### config.mk
export PLATFORM = sky130hd
export DESIGN_NAME = pll_clock_synth_flags
export DESIGN_NICKNAME = d
export VERILOG_FILES = /design/src/inc/clk_synth_pkg.sv /design/src/inc/clk_synth_if.sv /design/src/core/pll_clock_synth_flags.sv /design/src/core/tick_divider.sv /design/src/core/lock_monitor.sv
export SDC_FILE = /design/constraint.sdc
export NUM_CORES = 1
export LEC_CHECK = 0
export BUFFER_PORTS_ARGS = -buffer_cell sky130_fd_sc_hd__buf_2
export CORE_ASPECT_RATIO = 1.25
export CORE_UTILIZATION = 45
export DETAILED_ROUTE_END_ITERATION = 12
export PLACE_DENSITY = 0.62
export SLEW_MARGIN = 20
export SYNTH_ARGS = -nofsm -noshare
export SYNTH_HDL_FRONTEND = slang
export SYNTH_SLANG_ARGS = --single-unit
### constraint.sdc
create_clock -name clock -period 3.5 [get_ports clock]
set_input_delay 0.7 -clock clock [delete_from_list [all_inputs] [get_ports clock]]
set_output_delay 0.7 -clock clock [all_outputs]
set_load 0.01 [all_outputs]
### src/inc/clk_synth_pkg.sv
// Constants, field layout and lock-monitor states for the PLL clock synthesizer block.
// Assumes one 50 MHz clock; every slower rate is carried as a one-cycle enable pulse.
`default_nettype none
package clk_synth_pkg;
	localparam int ADDR_W = 10;
	localparam int DATA_W = 8;
	localparam int DIV_W = 6;
	localparam int CNT_W = 8;
	// Register offsets
	localparam logic [ADDR_W-1:0] OFF_SYN = 10'h034;
	localparam logic [ADDR_W-1:0] OFF_REF_DIVIDER_FIELD = 10'h035;
	localparam logic [ADDR_W-1:0] OFF_POST_DIVIDER_FIELD = 10'h036;
	localparam logic [ADDR_W-1:0] OFF_FLAGS = 10'h037;
	localparam logic [ADDR_W-1:0] OFF_IRQ_EN = 10'h038;
	localparam logic [ADDR_W-1:0] OFF_CLK_SEL = 10'h039;
	localparam logic [ADDR_W-1:0] OFF_OSC_CTRL = 10'h2fa;
	localparam logic [ADDR_W-1:0] OFF_GUARD = 10'h2fb;
	// Field positions
	localparam int BIT_PERIODIC = 7;
	localparam int BIT_POWER_ON_FLAG = 6;
	localparam int BIT_BROWNOUT = 5;
	localparam int BIT_PLL_CHG = 4;
	localparam int BIT_LOCK = 3;
	localparam int BIT_BAD_ADDR = 2;
	localparam int BIT_OSC_CHG = 1;
	localparam int BIT_OSC_Q = 0;
	localparam int BIT_PLL_SEL = 7;
	localparam int BIT_OSC_EN = 7;
	localparam int BIT_GUARD = 0;
	localparam int MULT_W = 6;
	localparam int RANGE_LSB = 6;
	localparam int REF_DIVIDER_FIELD_W = 4;
	localparam int POST_DIVIDER_FIELD_W = 5;
	// Reset values
	localparam logic [DATA_W-1:0] SYN_RST = 8'h00;
	localparam logic [DATA_W-1:0] REF_DIVIDER_FIELD_RST = 8'h00;
	localparam logic [DATA_W-1:0] POST_DIVIDER_FIELD_RST = 8'h00;
	localparam logic [DATA_W-1:0] IRQ_EN_RST = 8'h00;
	localparam logic [DATA_W-1:0] FLAGS_POR = 8'h60;
	localparam logic [DATA_W-1:0] FLAGS_W1C_MASK = 8'hf6;
	localparam logic [DATA_W-1:0] IRQ_EN_MASK = 8'h92;
	localparam logic PLL_SEL_RST = 1'b1;
	localparam logic OSC_EN_RST = 1'b0;
	localparam logic GUARD_RST = 1'b0;
	// Timing counts, in reference windows or ticks
	localparam logic [DIV_W-1:0] UNLOCKED_RATIO = 6'h03;
	localparam logic [DIV_W-1:0] BUS_RATIO = 6'h01;
	localparam logic [CNT_W-1:0] LOCK_TOL = 8'h02;
	localparam logic [2:0] LOCK_GOOD_WINDOWS = 3'h4;
	localparam logic [3:0] OSC_QUAL_WINDOWS = 4'h8;
	localparam logic [1:0] FILTER_LOW_RANGE = 2'h0;
	typedef enum logic [1:0] {
		LK_IDLE = 2'b00,
		LK_CHECK = 2'b01,
		LK_LOCKED = 2'b11
	} lock_state_t;
endpackage
`default_nettype wire

### src/inc/clk_synth_if.sv
// Carriers between the synthesizer top and its divider and lock-monitor leaves.
// Assumes the owner drives all inputs from its single clock domain.
`default_nettype none
interface div_if;
	import clk_synth_pkg::*;
	logic tick_in;
	logic [DIV_W-1:0] ratio;
	logic restart;
	logic tick_out;
	modport owner(output tick_in, ratio, restart, input tick_out);
	modport divider(input tick_in, ratio, restart, output tick_out);
endinterface

interface lock_if;
	import clk_synth_pkg::*;
	logic ref_tick;
	logic vco_tick;
	logic restart;
	logic [CNT_W-1:0] target;
	logic locked;
	modport owner(output ref_tick, vco_tick, restart, target, input locked);
	modport monitor(input ref_tick, vco_tick, restart, target, output locked);
endinterface
`default_nettype wire

### src/core/pll_clock_synth_flags.sv
// Top of the PLL clock synthesizer: control registers, clock ratios, lock and flags.
// Assumes oscillator, internal reference and VCO arrive as one-cycle enable pulses,
// and that the register master keeps strobes one cycle long and never overlapping.
`default_nettype none
module pll_clock_synth_flags (
	input wire logic clock,
	input wire logic resetn,
	input wire logic [clk_synth_pkg::ADDR_W-1:0] addr,
	input wire logic [clk_synth_pkg::DATA_W-1:0] wdata,
	input wire logic wr,
	input wire logic rd,
	output logic [clk_synth_pkg::DATA_W-1:0] rdata,
	input wire logic osc_tick,
	input wire logic irc_tick,
	input wire logic vco_tick,
	input wire logic periodic_timeout,
	input wire logic brownout_reset_event,
	input wire logic bad_address_reset_event,
	input wire logic sys_reset,
	input wire logic full_stop_entry,
	output logic ref_tick,
	output logic pll_tick,
	output logic bus_tick,
	output logic can_osc_tick,
	output logic [1:0] vco_range,
	output logic [1:0] pll_filter_range,
	output logic pll_locked,
	output logic osc_qualified,
	output logic ext_osc_enable,
	output logic pll_source_select,
	output logic periodic_irq,
	output logic pll_change_irq,
	output logic osc_change_irq
);
	import clk_synth_pkg::*;

	// ------------------------------------------------------------
	// Reset release
	// ------------------------------------------------------------
	logic rst_meta_r;
	logic rst_n;

	// Two-stage release; assertion stays asynchronous
	always_ff @(posedge clock or negedge resetn) begin
		if (!resetn) begin
			rst_meta_r <= 1'b0;
			rst_n <= 1'b0;
		end else begin
			rst_meta_r <= 1'b1;
			rst_n <= rst_meta_r;
		end
	end

	// ------------------------------------------------------------
	// Address decode
	// ------------------------------------------------------------
	function automatic logic hit(input logic [ADDR_W-1:0] a, input logic [ADDR_W-1:0] off);
		return a == off;
	endfunction

	logic wr_syn;
	logic wr_ref_divider_field;
	logic wr_post_divider_field;
	logic wr_flags;
	logic wr_irq_en;
	logic wr_clk_sel;
	logic wr_osc_ctrl;
	logic wr_guard;
	logic pll_sel_r;
	logic guard_r;
	logic cfg_open;
	logic cfg_write;

	// Write strobes per register
	assign wr_syn = wr && hit(addr, OFF_SYN);
	assign wr_ref_divider_field = wr && hit(addr, OFF_REF_DIVIDER_FIELD);
	assign wr_post_divider_field = wr && hit(addr, OFF_POST_DIVIDER_FIELD);
	assign wr_flags = wr && hit(addr, OFF_FLAGS);
	assign wr_irq_en = wr && hit(addr, OFF_IRQ_EN);
	assign wr_clk_sel = wr && hit(addr, OFF_CLK_SEL);
	assign wr_osc_ctrl = wr && hit(addr, OFF_OSC_CTRL);
	assign wr_guard = wr && hit(addr, OFF_GUARD);

	assign cfg_open = !guard_r && pll_sel_r;
	// accepted multiplier write; accepted ref_divider_field write
	assign cfg_write = cfg_open && (wr_syn || wr_ref_divider_field);

	// ------------------------------------------------------------
	// Control registers
	// ------------------------------------------------------------
	logic [DATA_W-1:0] syn_r;
	logic [DATA_W-1:0] ref_divider_field_r;
	logic [DATA_W-1:0] post_divider_field_r;
	logic [DATA_W-1:0] irq_en_r;
	logic pll_sel_nxt;
	logic osc_en_r;
	logic osc_q_r;

	// unqualified oscillator or full stop force PLL select
	assign pll_sel_nxt = (!osc_q_r || full_stop_entry) ? 1'b1 :
		((wr_clk_sel && !guard_r) ? wdata[BIT_PLL_SEL] : pll_sel_r);

	// Software-written configuration; system reset restores it, flags survive
	always_ff @(posedge clock or negedge rst_n) begin
		if (!rst_n) begin
			syn_r <= SYN_RST;
			ref_divider_field_r <= REF_DIVIDER_FIELD_RST;
			post_divider_field_r <= POST_DIVIDER_FIELD_RST;
			irq_en_r <= IRQ_EN_RST;
			pll_sel_r <= PLL_SEL_RST;
			osc_en_r <= OSC_EN_RST;
			guard_r <= GUARD_RST;
		end else if (sys_reset) begin
			syn_r <= SYN_RST;
			ref_divider_field_r <= REF_DIVIDER_FIELD_RST;
			post_divider_field_r <= POST_DIVIDER_FIELD_RST;
			irq_en_r <= IRQ_EN_RST;
			pll_sel_r <= PLL_SEL_RST;
			osc_en_r <= OSC_EN_RST;
			guard_r <= GUARD_RST;
		end else begin
			if (wr_syn && cfg_open) syn_r <= wdata;
			if (wr_ref_divider_field && cfg_open) ref_divider_field_r <= wdata;
			if (wr_post_divider_field && pll_sel_r) post_divider_field_r <= wdata;
			// enables at bits 7, 4, 1
			if (wr_irq_en) irq_en_r <= wdata & IRQ_EN_MASK;
			if (wr_osc_ctrl) osc_en_r <= wdata[BIT_OSC_EN];
			if (wr_guard) guard_r <= wdata[BIT_GUARD];
			pll_sel_r <= pll_sel_nxt;
		end
	end

	// ------------------------------------------------------------
	// Field extraction
	// ------------------------------------------------------------
	logic [MULT_W-1:0] mult;
	logic [REF_DIVIDER_FIELD_W-1:0] ref_divider_field;
	logic [POST_DIVIDER_FIELD_W-1:0] post_divider_field;
	logic [1:0] ref_range;
	logic [CNT_W-1:0] lock_target;

	assign mult = syn_r[MULT_W-1:0];
	assign ref_divider_field = ref_divider_field_r[REF_DIVIDER_FIELD_W-1:0];
	assign post_divider_field = post_divider_field_r[POST_DIVIDER_FIELD_W-1:0];
	assign ref_range = ref_divider_field_r[RANGE_LSB+1:RANGE_LSB];
	// target is 2 x (multiplier + 1) VCO pulses per reference
	assign lock_target = {({1'b0, mult} + 7'h01), 1'b0};

	// ------------------------------------------------------------
	// Dividers and lock monitor
	// ------------------------------------------------------------
	div_if ref_dv();
	div_if post_dv();
	div_if bus_dv();
	lock_if lk();
	logic locked;

	assign ref_dv.tick_in = osc_en_r ? osc_tick : irc_tick;
	assign ref_dv.ratio = osc_en_r ? {{(DIV_W-REF_DIVIDER_FIELD_W){1'b0}}, ref_divider_field} : '0;
	assign ref_dv.restart = cfg_write;

	// post divide while locked, safe divide-by-4 otherwise
	assign post_dv.tick_in = vco_tick;
	assign post_dv.ratio = locked ? {{(DIV_W-POST_DIVIDER_FIELD_W){1'b0}}, post_divider_field} : UNLOCKED_RATIO;
	assign post_dv.restart = cfg_write;

	// bus runs at half the selected source
	assign bus_dv.tick_in = pll_sel_r ? post_dv.tick_out : osc_tick;
	assign bus_dv.ratio = BUS_RATIO;
	assign bus_dv.restart = 1'b0;

	// restart lock on accepted config write
	assign lk.ref_tick = ref_dv.tick_out;
	assign lk.vco_tick = vco_tick;
	assign lk.restart = cfg_write;
	assign lk.target = lock_target;
	assign locked = lk.locked;

	tick_divider u_ref_div (
		.clock(clock),
		.rst_n(rst_n),
		.dv(ref_dv)
	);

	tick_divider u_post_div (
		.clock(clock),
		.rst_n(rst_n),
		.dv(post_dv)
	);

	tick_divider u_bus_div (
		.clock(clock),
		.rst_n(rst_n),
		.dv(bus_dv)
	);

	lock_monitor u_lock (
		.clock(clock),
		.rst_n(rst_n),
		.lk(lk)
	);

	// ------------------------------------------------------------
	// Oscillator qualification
	// ------------------------------------------------------------
	logic [3:0] qual_cnt_r;
	logic qual_drop;

	// Qualification relies on the VCO, so losing lock loses it too
	assign qual_drop = cfg_write || full_stop_entry || !locked || !osc_en_r;

	// qualified after enough locked windows, cleared on stop
	always_ff @(posedge clock or negedge rst_n) begin
		if (!rst_n) begin
			qual_cnt_r <= '0;
			osc_q_r <= 1'b0;
		end else if (qual_drop) begin
			qual_cnt_r <= '0;
			osc_q_r <= 1'b0;
		end else if (ref_dv.tick_out && !osc_q_r) begin
			qual_cnt_r <= qual_cnt_r + 4'h1;
			if (qual_cnt_r == OSC_QUAL_WINDOWS - 4'h1) osc_q_r <= 1'b1;
		end
	end

	// ------------------------------------------------------------
	// Flags
	// ------------------------------------------------------------
	logic [DATA_W-1:0] flags_r;
	logic [DATA_W-1:0] flags_set;
	logic [DATA_W-1:0] flags_clr;
	logic lock_d_r;
	logic osc_q_d_r;
	logic lock_change;
	logic osc_change;

	// lock change either way; qualification change
	assign lock_change = locked ^ lock_d_r;
	assign osc_change = osc_q_r ^ osc_q_d_r;
	assign flags_set = {periodic_timeout, 1'b0, brownout_reset_event, lock_change,
		1'b0, bad_address_reset_event, osc_change, 1'b0};
	// writing 1 clears, writing 0 does nothing
	assign flags_clr = wr_flags ? (wdata & FLAGS_W1C_MASK) : '0;

	// Sticky flags; only power-on reset touches them
	always_ff @(posedge clock or negedge rst_n) begin
		if (!rst_n) begin
			flags_r <= FLAGS_POR;
			lock_d_r <= 1'b0;
			osc_q_d_r <= 1'b0;
		end else begin
			flags_r <= (flags_r & ~flags_clr) | flags_set;
			lock_d_r <= locked;
			osc_q_d_r <= osc_q_r;
		end
	end

	// ------------------------------------------------------------
	// Read path
	// ------------------------------------------------------------
	logic [DATA_W-1:0] flags_view;
	logic [DATA_W-1:0] rd_mux;
	logic [DATA_W-1:0] rdata_r;

	// lock status live; qualification live, both read-only
	always_comb begin
		flags_view = flags_r & FLAGS_W1C_MASK;
		flags_view[BIT_LOCK] = locked;
		flags_view[BIT_OSC_Q] = osc_q_r;
	end

	// Unmapped addresses read as zero
	assign rd_mux = hit(addr, OFF_SYN) ? syn_r :
		hit(addr, OFF_REF_DIVIDER_FIELD) ? ref_divider_field_r :
		hit(addr, OFF_POST_DIVIDER_FIELD) ? post_divider_field_r :
		hit(addr, OFF_FLAGS) ? flags_view :
		hit(addr, OFF_IRQ_EN) ? irq_en_r :
		hit(addr, OFF_CLK_SEL) ? {pll_sel_r, 7'h00} :
		hit(addr, OFF_OSC_CTRL) ? {osc_en_r, 7'h00} :
		hit(addr, OFF_GUARD) ? {7'h00, guard_r} : 8'h00;

	// Data valid only in the cycle after the read strobe
	always_ff @(posedge clock or negedge rst_n) begin
		if (!rst_n) rdata_r <= '0;
		else rdata_r <= rd ? rd_mux : '0;
	end

	// ------------------------------------------------------------
	// Outputs
	// ------------------------------------------------------------
	logic can_osc_r;
	logic [1:0] filter_r;

	// CAN oscillator clock gated while unqualified
	// internal reference pins the filter to the lowest range
	always_ff @(posedge clock or negedge rst_n) begin
		if (!rst_n) begin
			can_osc_r <= 1'b0;
			filter_r <= FILTER_LOW_RANGE;
		end else begin
			can_osc_r <= osc_tick && osc_q_r;
			filter_r <= osc_en_r ? ref_range : FILTER_LOW_RANGE;
		end
	end

	assign rdata = rdata_r;
	assign ref_tick = ref_dv.tick_out;
	assign pll_tick = post_dv.tick_out;
	assign bus_tick = bus_dv.tick_out;
	assign can_osc_tick = can_osc_r;
	// Range code passed to the analog VCO as written; reserved codes unchecked
	assign vco_range = syn_r[RANGE_LSB+1:RANGE_LSB];
	assign pll_filter_range = filter_r;
	assign pll_locked = locked;
	assign osc_qualified = osc_q_r;
	assign ext_osc_enable = osc_en_r;
	assign pll_source_select = pll_sel_r;
	assign periodic_irq = flags_r[BIT_PERIODIC] && irq_en_r[BIT_PERIODIC];
	assign pll_change_irq = flags_r[BIT_PLL_CHG] && irq_en_r[BIT_PLL_CHG];
	assign osc_change_irq = flags_r[BIT_OSC_CHG] && irq_en_r[BIT_OSC_CHG];
endmodule
`default_nettype wire

### src/core/tick_divider.sv
// Enable-pulse divider: one output pulse per ratio+1 input pulses.
// Assumes an active-low reset whose release is already synchronous.
`default_nettype none
module tick_divider (
	input wire logic clock,
	input wire logic rst_n,
	div_if.divider dv
);
	import clk_synth_pkg::*;
	logic [DIV_W-1:0] cnt_r;
	logic [DIV_W-1:0] cnt_nxt;
	logic out_r;
	logic at_end;

	// Greater-or-equal so a ratio lowered mid-count cannot run away
	assign at_end = (cnt_r >= dv.ratio);
	assign cnt_nxt = dv.restart ? '0 : (!dv.tick_in ? cnt_r : (at_end ? '0 : cnt_r + 1'b1));
	assign dv.tick_out = out_r;

	// Counter and registered pulse
	always_ff @(posedge clock or negedge rst_n) begin
		if (!rst_n) begin
			cnt_r <= '0;
			out_r <= 1'b0;
		end else begin
			cnt_r <= cnt_nxt;
			out_r <= !dv.restart && dv.tick_in && at_end;
		end
	end
endmodule
`default_nettype wire

### src/core/lock_monitor.sv
// Counts VCO pulses in each reference window and judges lock against a target.
// Assumes ref and vco ticks are one-cycle pulses on the system clock.
`default_nettype none
module lock_monitor (
	input wire logic clock,
	input wire logic rst_n,
	lock_if.monitor lk
);
	import clk_synth_pkg::*;
	lock_state_t state_r, state_nxt;
	logic [CNT_W-1:0] vco_cnt_r;
	logic [2:0] good_r;
	logic [CNT_W:0] cnt_hi;
	logic [CNT_W:0] tgt_hi;
	logic in_tol;
	logic sat;

	// Tolerance window compare, one bit wider to avoid wrap
	assign cnt_hi = {1'b0, vco_cnt_r} + {1'b0, LOCK_TOL};
	assign tgt_hi = {1'b0, lk.target} + {1'b0, LOCK_TOL};
	assign in_tol = (cnt_hi >= {1'b0, lk.target}) && ({1'b0, vco_cnt_r} <= tgt_hi);
	assign sat = &vco_cnt_r;
	assign lk.locked = (state_r == LK_LOCKED);

	// Next state: one bad window drops lock, several good ones gain it
	always_comb begin
		state_nxt = state_r;
		case (state_r)
			LK_IDLE: if (lk.ref_tick) state_nxt = LK_CHECK;
			LK_CHECK: if (lk.ref_tick && in_tol && good_r == LOCK_GOOD_WINDOWS - 3'h1)
				state_nxt = LK_LOCKED;
			LK_LOCKED: if (lk.ref_tick && !in_tol) state_nxt = LK_CHECK;
			default: state_nxt = LK_IDLE;
		endcase
		if (lk.restart) state_nxt = LK_IDLE;
	end

	// Window counter and good-window run
	always_ff @(posedge clock or negedge rst_n) begin
		if (!rst_n) begin
			state_r <= LK_IDLE;
			vco_cnt_r <= '0;
			good_r <= '0;
		end else begin
			state_r <= state_nxt;
			if (lk.restart || lk.ref_tick) vco_cnt_r <= {{(CNT_W-1){1'b0}}, lk.vco_tick};
			else if (lk.vco_tick && !sat) vco_cnt_r <= vco_cnt_r + 1'b1;
			if (lk.restart || (lk.ref_tick && (!in_tol || state_r != LK_CHECK))) good_r <= '0;
			else if (lk.ref_tick) good_r <= good_r + 3'h1;
		end
	end
endmodule
`default_nettype wire

After elaboration in Yosys (flattened, before gate mapping)
Cells that the tools add are included.
{"block": "totals", "rom_bits": 0, "latch_bits": 0, "elab_cells": 174, "inputBits": 30, "ff_bits": 97, "out_inout_bits": 23, "ram_bits": 0, "n_memories": 0}
{"block": "classes", "n_mux": 51, "n_mul": 0, "addsub": 9, "n_shift": 0, "div": 0, "bitwise_logic": 5, "reduce_logical": 62, "eq_ne": 16, "magnitude_cmp": 5}
{"operator": "8-bit two-way mux", "count": 19}
{"operator": "10-bit by 6-bit == test with 1-bit output (second input constant)", "count": 6}
{"operator": "6-bit two-way mux", "count": 7}
{"operator": "1-bit logical AND", "count": 30}
{"operator": "2-bit nonzero test", "count": 12}
{"operator": "10-bit == test (second input constant)", "count": 2}
{"operator": "6-bit by 1-bit adder with 6-bit output (second input constant)", "count": 3}
{"operator": "8-bit by 2-bit adder with 9-bit output (second input constant)", "count": 2}
{"operator": "1-bit two-way mux", "count": 13}
{"operator": "4-bit two-way mux", "count": 3}
{"operator": "2-bit two-way mux", "count": 5}
{"operator": "9-bit by 8-bit greater-or-equal comparator with 1-bit output", "count": 1}
{"operator": "8-bit by 9-bit <= comparator with 1-bit output", "count": 1}
{"operator": "8-bit by 1-bit adder with 8-bit output (second input constant)", "count": 1}
{"operator": "8-bit AND", "count": 1}
{"operator": "1-bit logical OR", "count": 8}
{"operator": "8-bit inverter", "count": 1}
{"operator": "8-bit bitwise OR", "count": 1}
{"operator": "8-bit AND reduction", "count": 1}
{"operator": "6-bit by 1-bit adder with 7-bit output (second input constant)", "count": 1}
{"operator": "1-bit zero test", "count": 7}
{"operator": "6-bit by 1-bit greater-or-equal comparator with 1-bit output (second input constant)", "count": 1}
{"operator": "6-bit by 4-bit greater-or-equal comparator with 1-bit output", "count": 1}
{"operator": "6-bit by 5-bit greater-or-equal comparator with 1-bit output", "count": 1}
{"operator": "other kinds (17)", "count": 20}

Logic depth before layout (Yosys ltp)
Gate-level depths: netlist of the first run.
{"block": "logic_depth", "depth_word": 10, "ltp_mapped": 12, "mapped_depth_nobuf": 12}

Hierarchy
From an unflattened synthesis of the first run, not the netlist that was laid out.
{"block": "hier_totals", "cells_unflattened": 579, "area_unflattened_um2": 5585.4}
{"mod": "pll_clock_synth_flags", "seq_area_each_um2": 1405.1, "area_each_um2": 2875.3, "n_inst": 1, "cells_per_inst": 277}
{"mod": "tick_divider", "seq_area_each_um2": 175.2, "area_each_um2": 500.5, "n_inst": 3, "cells_per_inst": 55}
{"mod": "lock_monitor", "seq_area_each_um2": 325.3, "area_each_um2": 1208.7, "n_inst": 1, "cells_per_inst": 137}

Least setup slack after synthesis of the first run
No wires, ideal clock.
{"block": "synth_timing", "kind": "register to register", "start": "register syn_r[1]", "end": "register u_lock.state_r[1]", "required_time_ns": 3.433, "arrival_ns": 2.669, "path_buffers": 0, "period_less_slack_ns": 2.736, "path_slack_ns": 0.764, "path_stages_with_launch": 11, "setup_time_ns": 0.067, "path_cell_list": "dfrtp_1 > ha_1 > nand2_1 > xor2_1 > or3b_2 > xnor2_1 > ha_1 > a21o_1 > a2111oi_0 > o22a_1 > o2111a_1"}
{"block": "synth_between", "elab_chain_len": 8, "word_cells_on_any_way": 12, "classes_between": "add/sub: 2; order compare: 2; eq/ne: 2; reduce/logical: 6"}
{"item": "from (decl)", "line_no": "pll_clock_synth_flags.sv:91", "rtl": "logic [DATA_W-1:0] syn_r;"}
{"item": "from (signal assigned)", "line_no": "pll_clock_synth_flags.sv:122", "rtl": "if (wr_syn && cfg_open) syn_r <= wdata;"}
{"item": "6-bit by 1-bit adder with 7-bit output (*)", "line_no": "pll_clock_synth_flags.sv:147", "rtl": "assign lock_target = {({1'b0, mult} + 7'h01), 1'b0};"}
{"item": "8-bit by 2-bit adder with 9-bit output", "line_no": "lock_monitor.sv:20", "rtl": "assign tgt_hi = {1'b0, lk.target} + {1'b0, LOCK_TOL};"}
{"item": "8-bit by 9-bit <= comparator with 1-bit output", "line_no": "lock_monitor.sv:21", "rtl": "assign in_tol = (cnt_hi >= {1'b0, lk.target}) && ({1'b0, vco_cnt_r} <= tgt_hi);"}
{"item": "1-bit logical AND (*)", "line_no": "lock_monitor.sv:21"}
{"item": "1-bit logical AND / 1-bit zero test (equally long branches)", "line_no": "lock_monitor.sv:30, lock_monitor.sv:32"}
{"item": "1-bit logical AND (on tied branches)", "line_no": "lock_monitor.sv:30, lock_monitor.sv:32"}
{"item": "3-bit by 2-bit != test with 1-bit output (no source line)"}
{"item": "3-bit AND reduction (no source line) (*)"}
{"item": "to (signal assigned)", "line_no": "lock_monitor.sv:45", "rtl": "state_r <= state_nxt;"}
{"item": "to (decl)", "line_no": "lock_monitor.sv:10", "rtl": "lock_state_t state_r, state_nxt;"}
Every way passes the cells marked *; elsewhere a longest branch is shown, timed or not.
A chain may end at the register's enable or synchronous reset.

Worst setup path after layout of the first run
{"block": "layout_timing", "start": "register syn_r[1]", "end": "register u_lock.good_r[2]"}
{"block": "layout_between", "elab_chain_len": 9, "word_cells_on_any_way": 11, "classes_between": "add/sub: 2; order compare: 2; mux: 1; reduce/logical: 6"}
{"item": "6-bit by 1-bit adder with 7-bit output (*)", "line_no": "pll_clock_synth_flags.sv:147"}
{"item": "8-bit by 2-bit adder with 9-bit output", "line_no": "lock_monitor.sv:20"}
{"item": "8-bit by 9-bit <= comparator with 1-bit output", "line_no": "lock_monitor.sv:21"}
{"item": "1-bit logical AND (*)", "line_no": "lock_monitor.sv:21"}
{"item": "1-bit zero test (*)", "line_no": "lock_monitor.sv:48", "rtl": "if (lk.restart || (lk.ref_tick && (!in_tol || state_r != LK_CHECK))) good_r <= '0;"}
{"item": "1-bit logical OR (*)", "line_no": "lock_monitor.sv:48"}
{"item": "1-bit logical AND (*)", "line_no": "lock_monitor.sv:48"}
{"item": "1-bit logical OR (*)", "line_no": "lock_monitor.sv:48"}
{"item": "3-bit two-way mux / 2-bit nonzero test (equally long branches)"}
{"item": "to (signal assigned)", "line_no": "lock_monitor.sv:49", "rtl": "else if (lk.ref_tick) good_r <= good_r + 3'h1;"}
{"item": "to (decl)", "line_no": "lock_monitor.sv:12", "rtl": "logic [2:0] good_r;"}
Marks and branches as above.

==> out/summary.txt, run 1 <==
Status: complete, no violations
Final-report setup violation count: 0
Leak Pwr: 2.772 nW
Crit Path Class: flip-flop to flip-flop
Fin Clk Skew: 0.009228 ns
P per Cell Area: 452.0 nW/µm²
Worst-skew pair later-pin latency: 0.34 ns
Yosys warnings: 0
Estimated wirelength of the detail-placed design: 8819 µm
Final hold vios: 0
Critical Path Source Type: flip-flop
Initial Util: 46.85%
Die ar.: 11590 µm²
Fin area: 5684 µm²
FP Rows: 42
Total Nets Final: 623
Utilization of the core after routing: 53.02%
Worst hold margin: 0.1233 ns
Synth Area in Compound Gates: 11.24%
Crit share post-route: 86.28%
Reg2Reg Capture Point: u_lock.good_r[2]
Area Growth Syn to Fin: 13.18%
Placed Area: 5395 µm²
CP Max Fanout: 6
Largest family of logic cells by synthesized area: simple AND/OR/NAND/NOR gates
Htree depth: 3
I/O Pins: 53
HP Class: primary input to asynchronous set/reset pin
Die H: 120.1 µm
Top cells by area, synth: dfrtp_1 (43%), ha_1 (9.0%), mux2i_1 (5.8%)
Yosys top cell by area: dfrtp_1
Reg clk slew, reported paths: 0.07 ns
Final Max Tran Viols: 0
Initial antenna violation count: 0
Routed wire length: 12300 µm
Hold-fix buffers at CTS: 0
Worst r2r src: syn_r[1]
Setup TNS Final: 0 ns
Clock buffer depth: 2
Syn avg cell area: 9.886 µm²
DR iter-0 viols: 303
Sequential-to-total area share from yosys stat: 44.92%
Async set-reset flop share out of synthesis: 100.0%
DR vias/cell: 5.703
Die X: 96.49 µm
Crit path time final: 3.020 ns
Largest net degree at the start of global routing: 70
RD Place Congestion: 0.8503
Share of the synthesized area in the top cell type: 43.35%
TritonCTS clock tree: built
Most frequent cells after synthesis: dfrtp_1 (87), nor2_1 (62), nand2_1 (47)
Vias: 3958
Global-route wire length before repair: 20070 µm
Worst vdd ir: 328.9 µV
Max-Slew Margin vs Limit: 38.10%
Achievable clock frequency: 0.3312 GHz
Post CTS Setup Buffer Count: 0
CTS Buf Count: 9
Post-synthesis mux area share: 7.798%
Number of global-route vias before repair: 3962
Most common cell in the netlist: dfrtp_1
Synth Register Bits: 90
GRT overflow: 0
CTS Sinks: 90
Slew @ Worst Pin: 0.9286 ns
Main synth FF type: dfrtp_1
R2R Setup Slk: 0.48 ns
# diodes: 0
First-pass iteration count of the detailed router: 4
Layout fillers: 995
CTS root buf: clkbuf_16
Area of the core: 10720 µm²
Setup crit end kind: flip-flop
XOR/XNOR Fraction of Synth Area: 4.011%
Max-Cap Viols: 0
CP arrival: 3.30 ns
Total Routing Usage GR: 22.82%
Routed WL per cell: 17.72 µm
Post-Synth Simple-Gate Area: 19.63%
Post-Syn Area: 5022 µm²
Critical path data required time: 3.78 ns
Synth unique cells: 60
Post-cts resize count: 0
IO buf count: 52
Post-synth EDFFs: 0
Post-DRT Antenna Nets: 0
Reg2reg path depth: 10
Ratio of cells with drive above 1 in the final layout: 15.30%
RSZ-0062 raised after global routing: no
Adder-cell area share of the yosys netlist: 8.969%
Syn Inst Count: 508
Syn Nets: 574
DRC viols: 0
state kept, by name, indices dropped and copies added (netlist names), 6 cells and up:
register and count:
flags_r 6, u_lock.vco_cnt_r 8, rdata 8, u_bus_div.cnt_r 6
syn_r 8, ref_divider_field_r 8, u_ref_div.cnt_r 6, u_post_div.cnt_r 6
post_divider_field_r 8
cell type report:
cell class              count  area (µm²)  area share [%]
clock buffers              12       236.5           4.160
clock inverters             4       52.55          0.9245
inverters                  20       75.07           1.321
multi-input cells         379        2597           45.70
flip-flops and latches     90        2260           39.75
well taps                 132       165.2           2.906
repair buffers             57       297.8           5.239
critical path: stages (launching register included):
cell	delay, ns
dfrtp_1	0.44
ha_1	0.22
nand2_1	0.08
xor2_1	0.17
or3b_2	0.51
xnor2_1	0.19
ha_1	0.27
a21o_1	0.18
a2111oi_0	0.41
o22a_1	0.30
a32o_1	0.19
power breakdown:
| part | internal, mW | switching (mW) |
|---|---|---|
| clock network | 0.557 | 0.409 |
| logic | 0.178 | 0.243 |
| registers | 1.11 | 0.0732 |
| total | 1.84 | 0.725 |
metrics by stage:
step | cells | setup WS, ns | power [mW]
after global routing | 694 | 0.2482 | 2.692
after detailed placement | 678 | 0.5074 | 1.623
after CTS | 694 | 0.4953 | 2.590
after floorplan | 508 | 0.7640 | 1.478
after global placement | 678 | 0.6177 | 1.603
final | 694 | 0.4802 | 2.570
routing by layer:
layer | GRT usage, % | vias up | routed length, µm
li1 | - | 1894 | -
met1 | 30.05 | 1955 | 5467
met2 | 37.46 | 90 | 6054
met3 | 3.992 | 19 | 541
met4 | 7.629 | 0 | 234
met5 | 0 | - | 0
placed cells by master, fill, tap and decap left out, types with 3 or more instances in the layout:
cell type,synthesis,layout
dfrtp_1,87,86
nor2_1,62,62
buf_2,3,52
nand2_1,47,47
ha_1,36,36
a21oi_1,31,31
mux2i_1,29,29
nand3_1,24,24
inv_1,20,20
and3_1,16,16
xor2_1,14,14
o21ai_0,11,11
a21o_1,11,11
xnor2_1,9,9
and2_1,9,9
clkbuf_16,0,9
nand2b_1,7,7
nand4_1,6,6
nor3_1,5,5
a2111oi_0,5,5
buf_4,3,5
mux4_2,4,4
nor4_1,4,4
nand3b_1,4,4
a32o_1,3,3
o22ai_1,3,3
o2111ai_1,3,3
clkbuf_1,11,3
dfstp_2,3,3
worst max path at each step:
stage | from | endpoint | slack, ns | cells after the start
finish | syn_r[1] | u_lock.good_r[2] | 0.48 | 10
global route | syn_r[1] | u_lock.good_r[1] | 0.25 | 10
CTS | syn_r[1] | u_lock.good_r[2] | 0.50 | 10
detailed placement | syn_r[1] | u_lock.good_r[2] | 0.51 | 10
global placement | syn_r[1] | u_lock.state_r[1] | 0.62 | 10
floorplan | syn_r[1] | u_lock.state_r[1] | 0.76 | 10
logic make-up after synthesis:
group           after synthesis
buf+inv                      39
fa+ha+maj                    36
flops                        90
other cells                   1
mux                          34
simple gates                199
compound gates               86
xor+xnor                     23
(Power assumes the default switching activity.)
==> run 2, diff against run 1 <==
--- a/config.mk
+++ b/config.mk
@@ -6,10 +6,12 @@
 export NUM_CORES = 1
 export LEC_CHECK = 0
 export BUFFER_PORTS_ARGS = -buffer_cell sky130_fd_sc_hd__buf_2
+export CELL_PAD_IN_SITES_DETAIL_PLACEMENT = 0
+export CELL_PAD_IN_SITES_GLOBAL_PLACEMENT = 1
 export CORE_ASPECT_RATIO = 1.25
 export CORE_UTILIZATION = 45
 export DETAILED_ROUTE_END_ITERATION = 12
-export PLACE_DENSITY = 0.62
+export PLACE_DENSITY = 0.76
 export SLEW_MARGIN = 20
 export SYNTH_ARGS = -nofsm -noshare
 export SYNTH_HDL_FRONTEND = slang
==> out/summary.txt, run 2 (synthesis results as in run 1) <==
Hold-fix buffers at CTS: 0 (unchanged)
CP max-delay cell: or3b_2
IO buf count: 52 (unchanged)
Reg clk slew, reported paths: 0.07 ns (about the same)
Fin Clk Skew: 0.004901 ns (-0.004327 ns)
Final hold vios: 0 (unchanged)
I/O Pins: 53 (unchanged)
Leak Pwr: 2.778 nW (+0.23%)
Critical path data required time: 3.78 ns (about the same)
Estimated wirelength of the detail-placed design: 8785 µm (-0.39%)
Setup TNS Final: 0 ns (unchanged)
Reg2reg path depth: 10 (unchanged)
Routed wire length: 12260 µm (-0.28%)
Achievable clock frequency: 0.3305 GHz (-0.20%)
Die X: 96.49 µm (unchanged)
FP Rows: 42 (unchanged)
Dpl ws: 0.5122 ns (+0.004883 ns)
P per Cell Area: 443.7 nW/µm² (-1.8%)
Post CTS Setup Buffer Count: 0 (unchanged)
Total Nets Final: 625 (+0.32%)
RD Place Congestion: 0.8066 (-5.1%)
Crit Path Class: flip-flop to flip-flop
DR iter-0 viols: 317 (+4.6%)
CP Cell Sequence: ha_1 > nand2_1 > xor2_1 > or3b_2 > xnor2_1 > ha_1 > a21o_1 > a2111oi_0 > o22a_1 > a32o_1
Max-Slew Margin vs Limit: 59.34% (+21 points)
Final-report setup violation count: 0 (unchanged)
Max incr delay on CP: 0.51 ns (about the same)
Initial Util: 46.85% (unchanged)
DRC viols: 0 (unchanged)
First-pass iteration count of the detailed router: 4 (unchanged)
Crit share post-route: 86.45% (+0.17 points)
Area Growth Syn to Fin: 13.55%
Most frequent cells in the layout: dfrtp_1 (86), nor2_1 (62), buf_2 (52)
Vias: 3895 (-1.6%)
Area of the core: 10720 µm² (unchanged)
Die H: 120.1 µm (unchanged)
Htree depth: 3 (unchanged)
Ratio of cells with drive above 1 in the final layout: 15.96% (+0.65 points)
Cell mode on critical path: ha_1
CP arrival: 3.30 ns (about the same)
Worst-skew pair later-pin latency: 0.34 ns (about the same)
Critical Path Source Type: flip-flop
Setup ws final: 0.4742 ns (-0.006000 ns)
Post-cts resize count: 0 (unchanged)
RSZ-0062 raised after global routing: no
Commonest non-fill, non-tap cell in the layout: dfrtp_1
DR vias/cell: 5.596 (-1.9%)
Setup crit end kind: flip-flop
CTS Buf Count: 9 (unchanged)
Die ar.: 11590 µm² (unchanged)
Total Routing Usage GR: 23.11% (+0.29 points)
R2R Setup Slk: 0.47 ns (about the same)
HP Class: primary input to asynchronous set/reset pin
Number of global-route vias before repair: 3887 (-1.9%)
Slew @ Worst Pin: 0.6099 ns (-0.3187 ns)
Routed WL per cell: 17.62 µm (-0.56%)
Max-Cap Viols: 0 (unchanged)
CP Max Fanout: 6 (unchanged)
Final Max Tran Viols: 0 (unchanged)
Worst vdd ir: 271.6 µV (-17%)
# diodes: 0 (unchanged)
CTS Sinks: 90 (unchanged)
Largest net degree at the start of global routing: 85 (+21%)
Reg2Reg Capture Point: u_lock.good_r[2]
Crit path time final: 3.026 ns (+0.006000 ns)
Clock buffer depth: 2 (unchanged)
Global-route wire length before repair: 20070 µm (unchanged)
Worst r2r src: syn_r[1]
TritonCTS clock tree: built
Post-DRT Antenna Nets: 0 (unchanged)
CTS root buf: clkbuf_16
Utilization of the core after routing: 53.20% (+0.18 points)
Initial antenna violation count: 0 (unchanged)
Status: complete, no violations
GRT overflow: 0 (unchanged)
run 2: cell types whose count changed in the layout (fill, tap and decap cells not counted):
cell,change
buf_12,+1
buf_4,+1
clkinv_4,-1
clkbuf_8,+1
bufinv_16,-1
clkbuf_1,-2
inv_6,+1
clkinvlp_4,+2
run 2: where the power goes:
part / internal, mW / switching (mW) / total [mW] / leakage [nW]
clock: 0.505 / 0.420 / 0.925 / 0.133
sequential: 1.11 / 0.0709 / 1.18 / 1.20
combinational: 0.179 / 0.245 / 0.425 / 1.44
total: 1.79 / 0.736 / 2.53 / 2.78
run 2: final cells by class:
type / instances / area [µm²]
well taps: 132 / 165.2
clock inverters: 5 / 37.54
repair buffers: 59 / 325.3
inverters: 20 / 75.07
flip-flops and latches: 90 / 2260
clock buffers: 11 / 242.7
multi-input cells: 379 / 2597
fillers: 993 / 5017
run 2: worst max-delay path, delay by kind of cell, from the launching register on:
kind	cells	cell delay [ns]
adder cells (fa/ha/maj)	2	0.53
flip-flops	1	0.45
AND/OR/NAND/NOR	2	0.59
AO/OA/AOI/OAI	4	1.07
XOR/XNOR	2	0.32
run 2: how the worst max path moves through the flow:
stage / start / end / slack, ns / cells past startpoint
after floorplan: syn_r[1] / u_lock.state_r[1] / 0.76 / 10
after global placement: syn_r[1] / u_lock.state_r[1] / 0.61 / 10
after detailed placement: syn_r[1] / u_lock.good_r[2] / 0.51 / 10
after CTS: syn_r[1] / u_lock.good_r[2] / 0.49 / 10
after global routing: syn_r[0] / u_lock.good_r[2] / 0.22 / 12
final: syn_r[1] / u_lock.good_r[2] / 0.47 / 10
run 2: metrics by stage:
step | cells | hold WS, ns | total power [mW] | cell area (µm²)
after detailed placement | 679 | 0.3379 | 1.623 | 5403
after CTS | 695 | 0.1208 | 2.554 | 5683
after global placement | 679 | 0.3410 | 1.606 | 5403
after floorplan | 508 | 0.3312 | 1.478 | 5022
after global routing | 696 | 0.1161 | 2.668 | 5703
final | 696 | 0.1306 | 2.530 | 5703
run 2: layer usage:
layer  track usage (%)  up-vias  routed length, µm
met5                 0        -                  0
met4             5.699        0                157
met3             4.689       12                585
met2             37.24       82               6009
met1             31.57     1894               5511
li1                  -     1907                  -
==> run 3, diff against run 2 <==
--- a/config.mk
+++ b/config.mk
@@ -12,6 +12,7 @@
 export CORE_UTILIZATION = 45
 export DETAILED_ROUTE_END_ITERATION = 12
 export PLACE_DENSITY = 0.76
+export RECOVER_POWER = 50
 export SLEW_MARGIN = 20
 export SYNTH_ARGS = -nofsm -noshare
 export SYNTH_HDL_FRONTEND = slang
==> out/summary.txt, run 3 (synthesis results as in run 1) <==
TritonCTS clock tree: built
Post-DRT Antenna Nets: 0 (unchanged)
GRT overflow: 0 (unchanged)
Post-Place Cells: 679 (unchanged)
Crit path launch: syn_r[1]
Max incr delay on CP: 0.51 ns (about the same)
Failing checks: capacitance limit, slew limit
Setup crit end kind: flip-flop
Die X: 96.49 µm (unchanged)
I/O Pins: 53 (unchanged)
Dpl ws: 0.5122 ns (unchanged)
Area of the core: 10720 µm² (unchanged)
Area Growth Syn to Fin: 13.00%
CTS Sinks: 90 (unchanged)
P per Cell Area: 444.4 nW/µm² (+0.15%)
Max-Cap Viols: 1 (+1)
Ratio of cells with drive above 1 in the final layout: 14.72% (-1.2 points)
Max-Slew Margin vs Limit: -14.46% (-74 points)
Critical Path Source Type: flip-flop
CP max-delay cell: or3b_2
Die H: 120.1 µm (unchanged)
Slew @ Worst Pin: 1.717 ns (+1.107 ns)
Die ar.: 11590 µm² (unchanged)
Critical path data required time: 3.77 ns (about the same)
RSZ-0062 raised after global routing: no
Post-cts resize count: 0 (unchanged)
Reg clk slew, reported paths: 0.07 ns (about the same)
IO buf count: 52 (unchanged)
Final-report setup violation count: 0 (unchanged)
Initial Util: 46.85% (unchanged)
Crit path time final: 3.030 ns (+0.004701 ns)
Worst r2r src: syn_r[1]
Largest net degree at the start of global routing: 85 (unchanged)
Cell mode on critical path: ha_1
Estimated wirelength of the detail-placed design: 8785 µm (unchanged)
Crit Path Class: flip-flop to flip-flop
DR iter-0 viols: 325 (+2.5%)
Worst-skew pair later-pin latency: 0.34 ns (about the same)
Post CTS Setup Buffer Count: 0 (unchanged)
Setup TNS Final: 0 ns (unchanged)
Worst Path Buf+Inv: 0 (unchanged)
Critical path's top delay family: compound AO/OA/AOI/OAI gates
Initial antenna violation count: 0 (unchanged)
Fin Clk Skew: 0.004023 ns (-0.0008778 ns)
CP Max Fanout: 6 (unchanged)
Worst hold margin: 0.1337 ns (+0.003014 ns)
RD Place Congestion: 0.8066 (unchanged)
HP Class: primary input to asynchronous set/reset pin
CP arrival: 3.30 ns (about the same)
Status: finished with violations
Routed wire length: 12250 µm (-0.11%)
Vias: 3895 (unchanged)
Global-route wire length before repair: 20070 µm (unchanged)
CTS root buf: clkbuf_16
Post-Layout Cell Count: 696 (unchanged)
Routed WL per cell: 17.60 µm (-0.11%)
Hold-fix buffers at CTS: 0 (unchanged)
Leak Pwr: 2.750 nW (-0.99%)
Achievable clock frequency: 0.3300 GHz (-0.16%)
Clock buffer depth: 2 (unchanged)
Htree depth: 3 (unchanged)
Final hold vios: 0 (unchanged)
Total Routing Usage GR: 23.11% (unchanged)
CTS Buf Count: 9 (unchanged)
Setup ws final: 0.4695 ns (-0.004701 ns)
FP Rows: 42 (unchanged)
Number of global-route vias before repair: 3887 (unchanged)
First-pass iteration count of the detailed router: 5 (+1)
CP Cell Sequence: ha_1 > nand2_1 > xor2_1 > or3b_2 > xnor2_1 > ha_1 > a21o_1 > a2111oi_0 > o22a_1 > a32o_1
Crit share post-route: 86.59% (+0.13 points)
Most frequent cells in the layout: dfrtp_1 (87), nor2_1 (62), buf_2 (48)
Final Max Tran Viols: 43 (+43)
# diodes: 0 (unchanged)
DR vias/cell: 5.596 (unchanged)
DRC viols: 0 (unchanged)
Total Nets Final: 625 (unchanged)
Worst vdd ir: 271.0 µV (-0.22%)
Commonest non-fill, non-tap cell in the layout: dfrtp_1
## run 3: changes by cell type in the layout (fill, tap and decap cells not counted), sizes merged
cell    before  now
buf         59   53
clkbuf      11   17
## run 3: stage by stage
stage                     cell area (µm²)  util, %  power [mW]
after floorplan                      5022        -       1.478
after global placement               5403    50.40       1.606
after detailed placement             5403    50.40       1.623
after CTS                            5683    53.01       2.554
final                                5675    52.94       2.522
after global routing                 5675    52.94       2.665
## run 3: layout make-up
cell class / instances / area [µm²]
fillers: 996 / 5045
multi-input cells: 379 / 2597
flip-flops and latches: 90 / 2256
repair buffers: 59 / 301.5
clock buffers: 11 / 242.7
well taps: 132 / 165.2
inverters: 20 / 75.07
clock inverters: 5 / 37.54
## run 3: path summary, 6_finish.rpt
kind | end | slack [ns] | cells past startpoint
worst max-delay path | u_lock.good_r[2] | 0.47 | 10
worst min-delay path | rst_meta_r | 0.13 | 1
worst max register to register | u_lock.good_r[2] | 0.47 | 10
worst min register to register | rst_n | 0.36 | 0
max in group asynchronous | ref_divider_field_r[5] | 0.84 | 2
min in group clock | rst_n | 0.36 | 0
## run 3: routing by layer
metal	vias up	global-route usage (%)	wire length, µm
li1	1904	-	-
met1	1898	31.57	5480
met2	85	37.24	6074
met3	8	4.689	576
met4	0	5.699	118
met5	-	0	0
## run 3: where the power goes
group	internal [mW]	total (mW)	switching, mW
clock network	0.505	0.921	0.415
logic	0.177	0.421	0.245
registers	1.11	1.18	0.0704
total	1.79	2.52	0.730
## run 3: worst reg2reg max path, stage by stage, from the launching register on
cell	delay, ns
dfrtp_1	0.45
ha_1	0.23
nand2_1	0.07
xor2_1	0.17
or3b_2	0.51
xnor2_1	0.15
ha_1	0.30
a21o_1	0.17
a2111oi_0	0.39
o22a_1	0.31
a32o_1	0.20
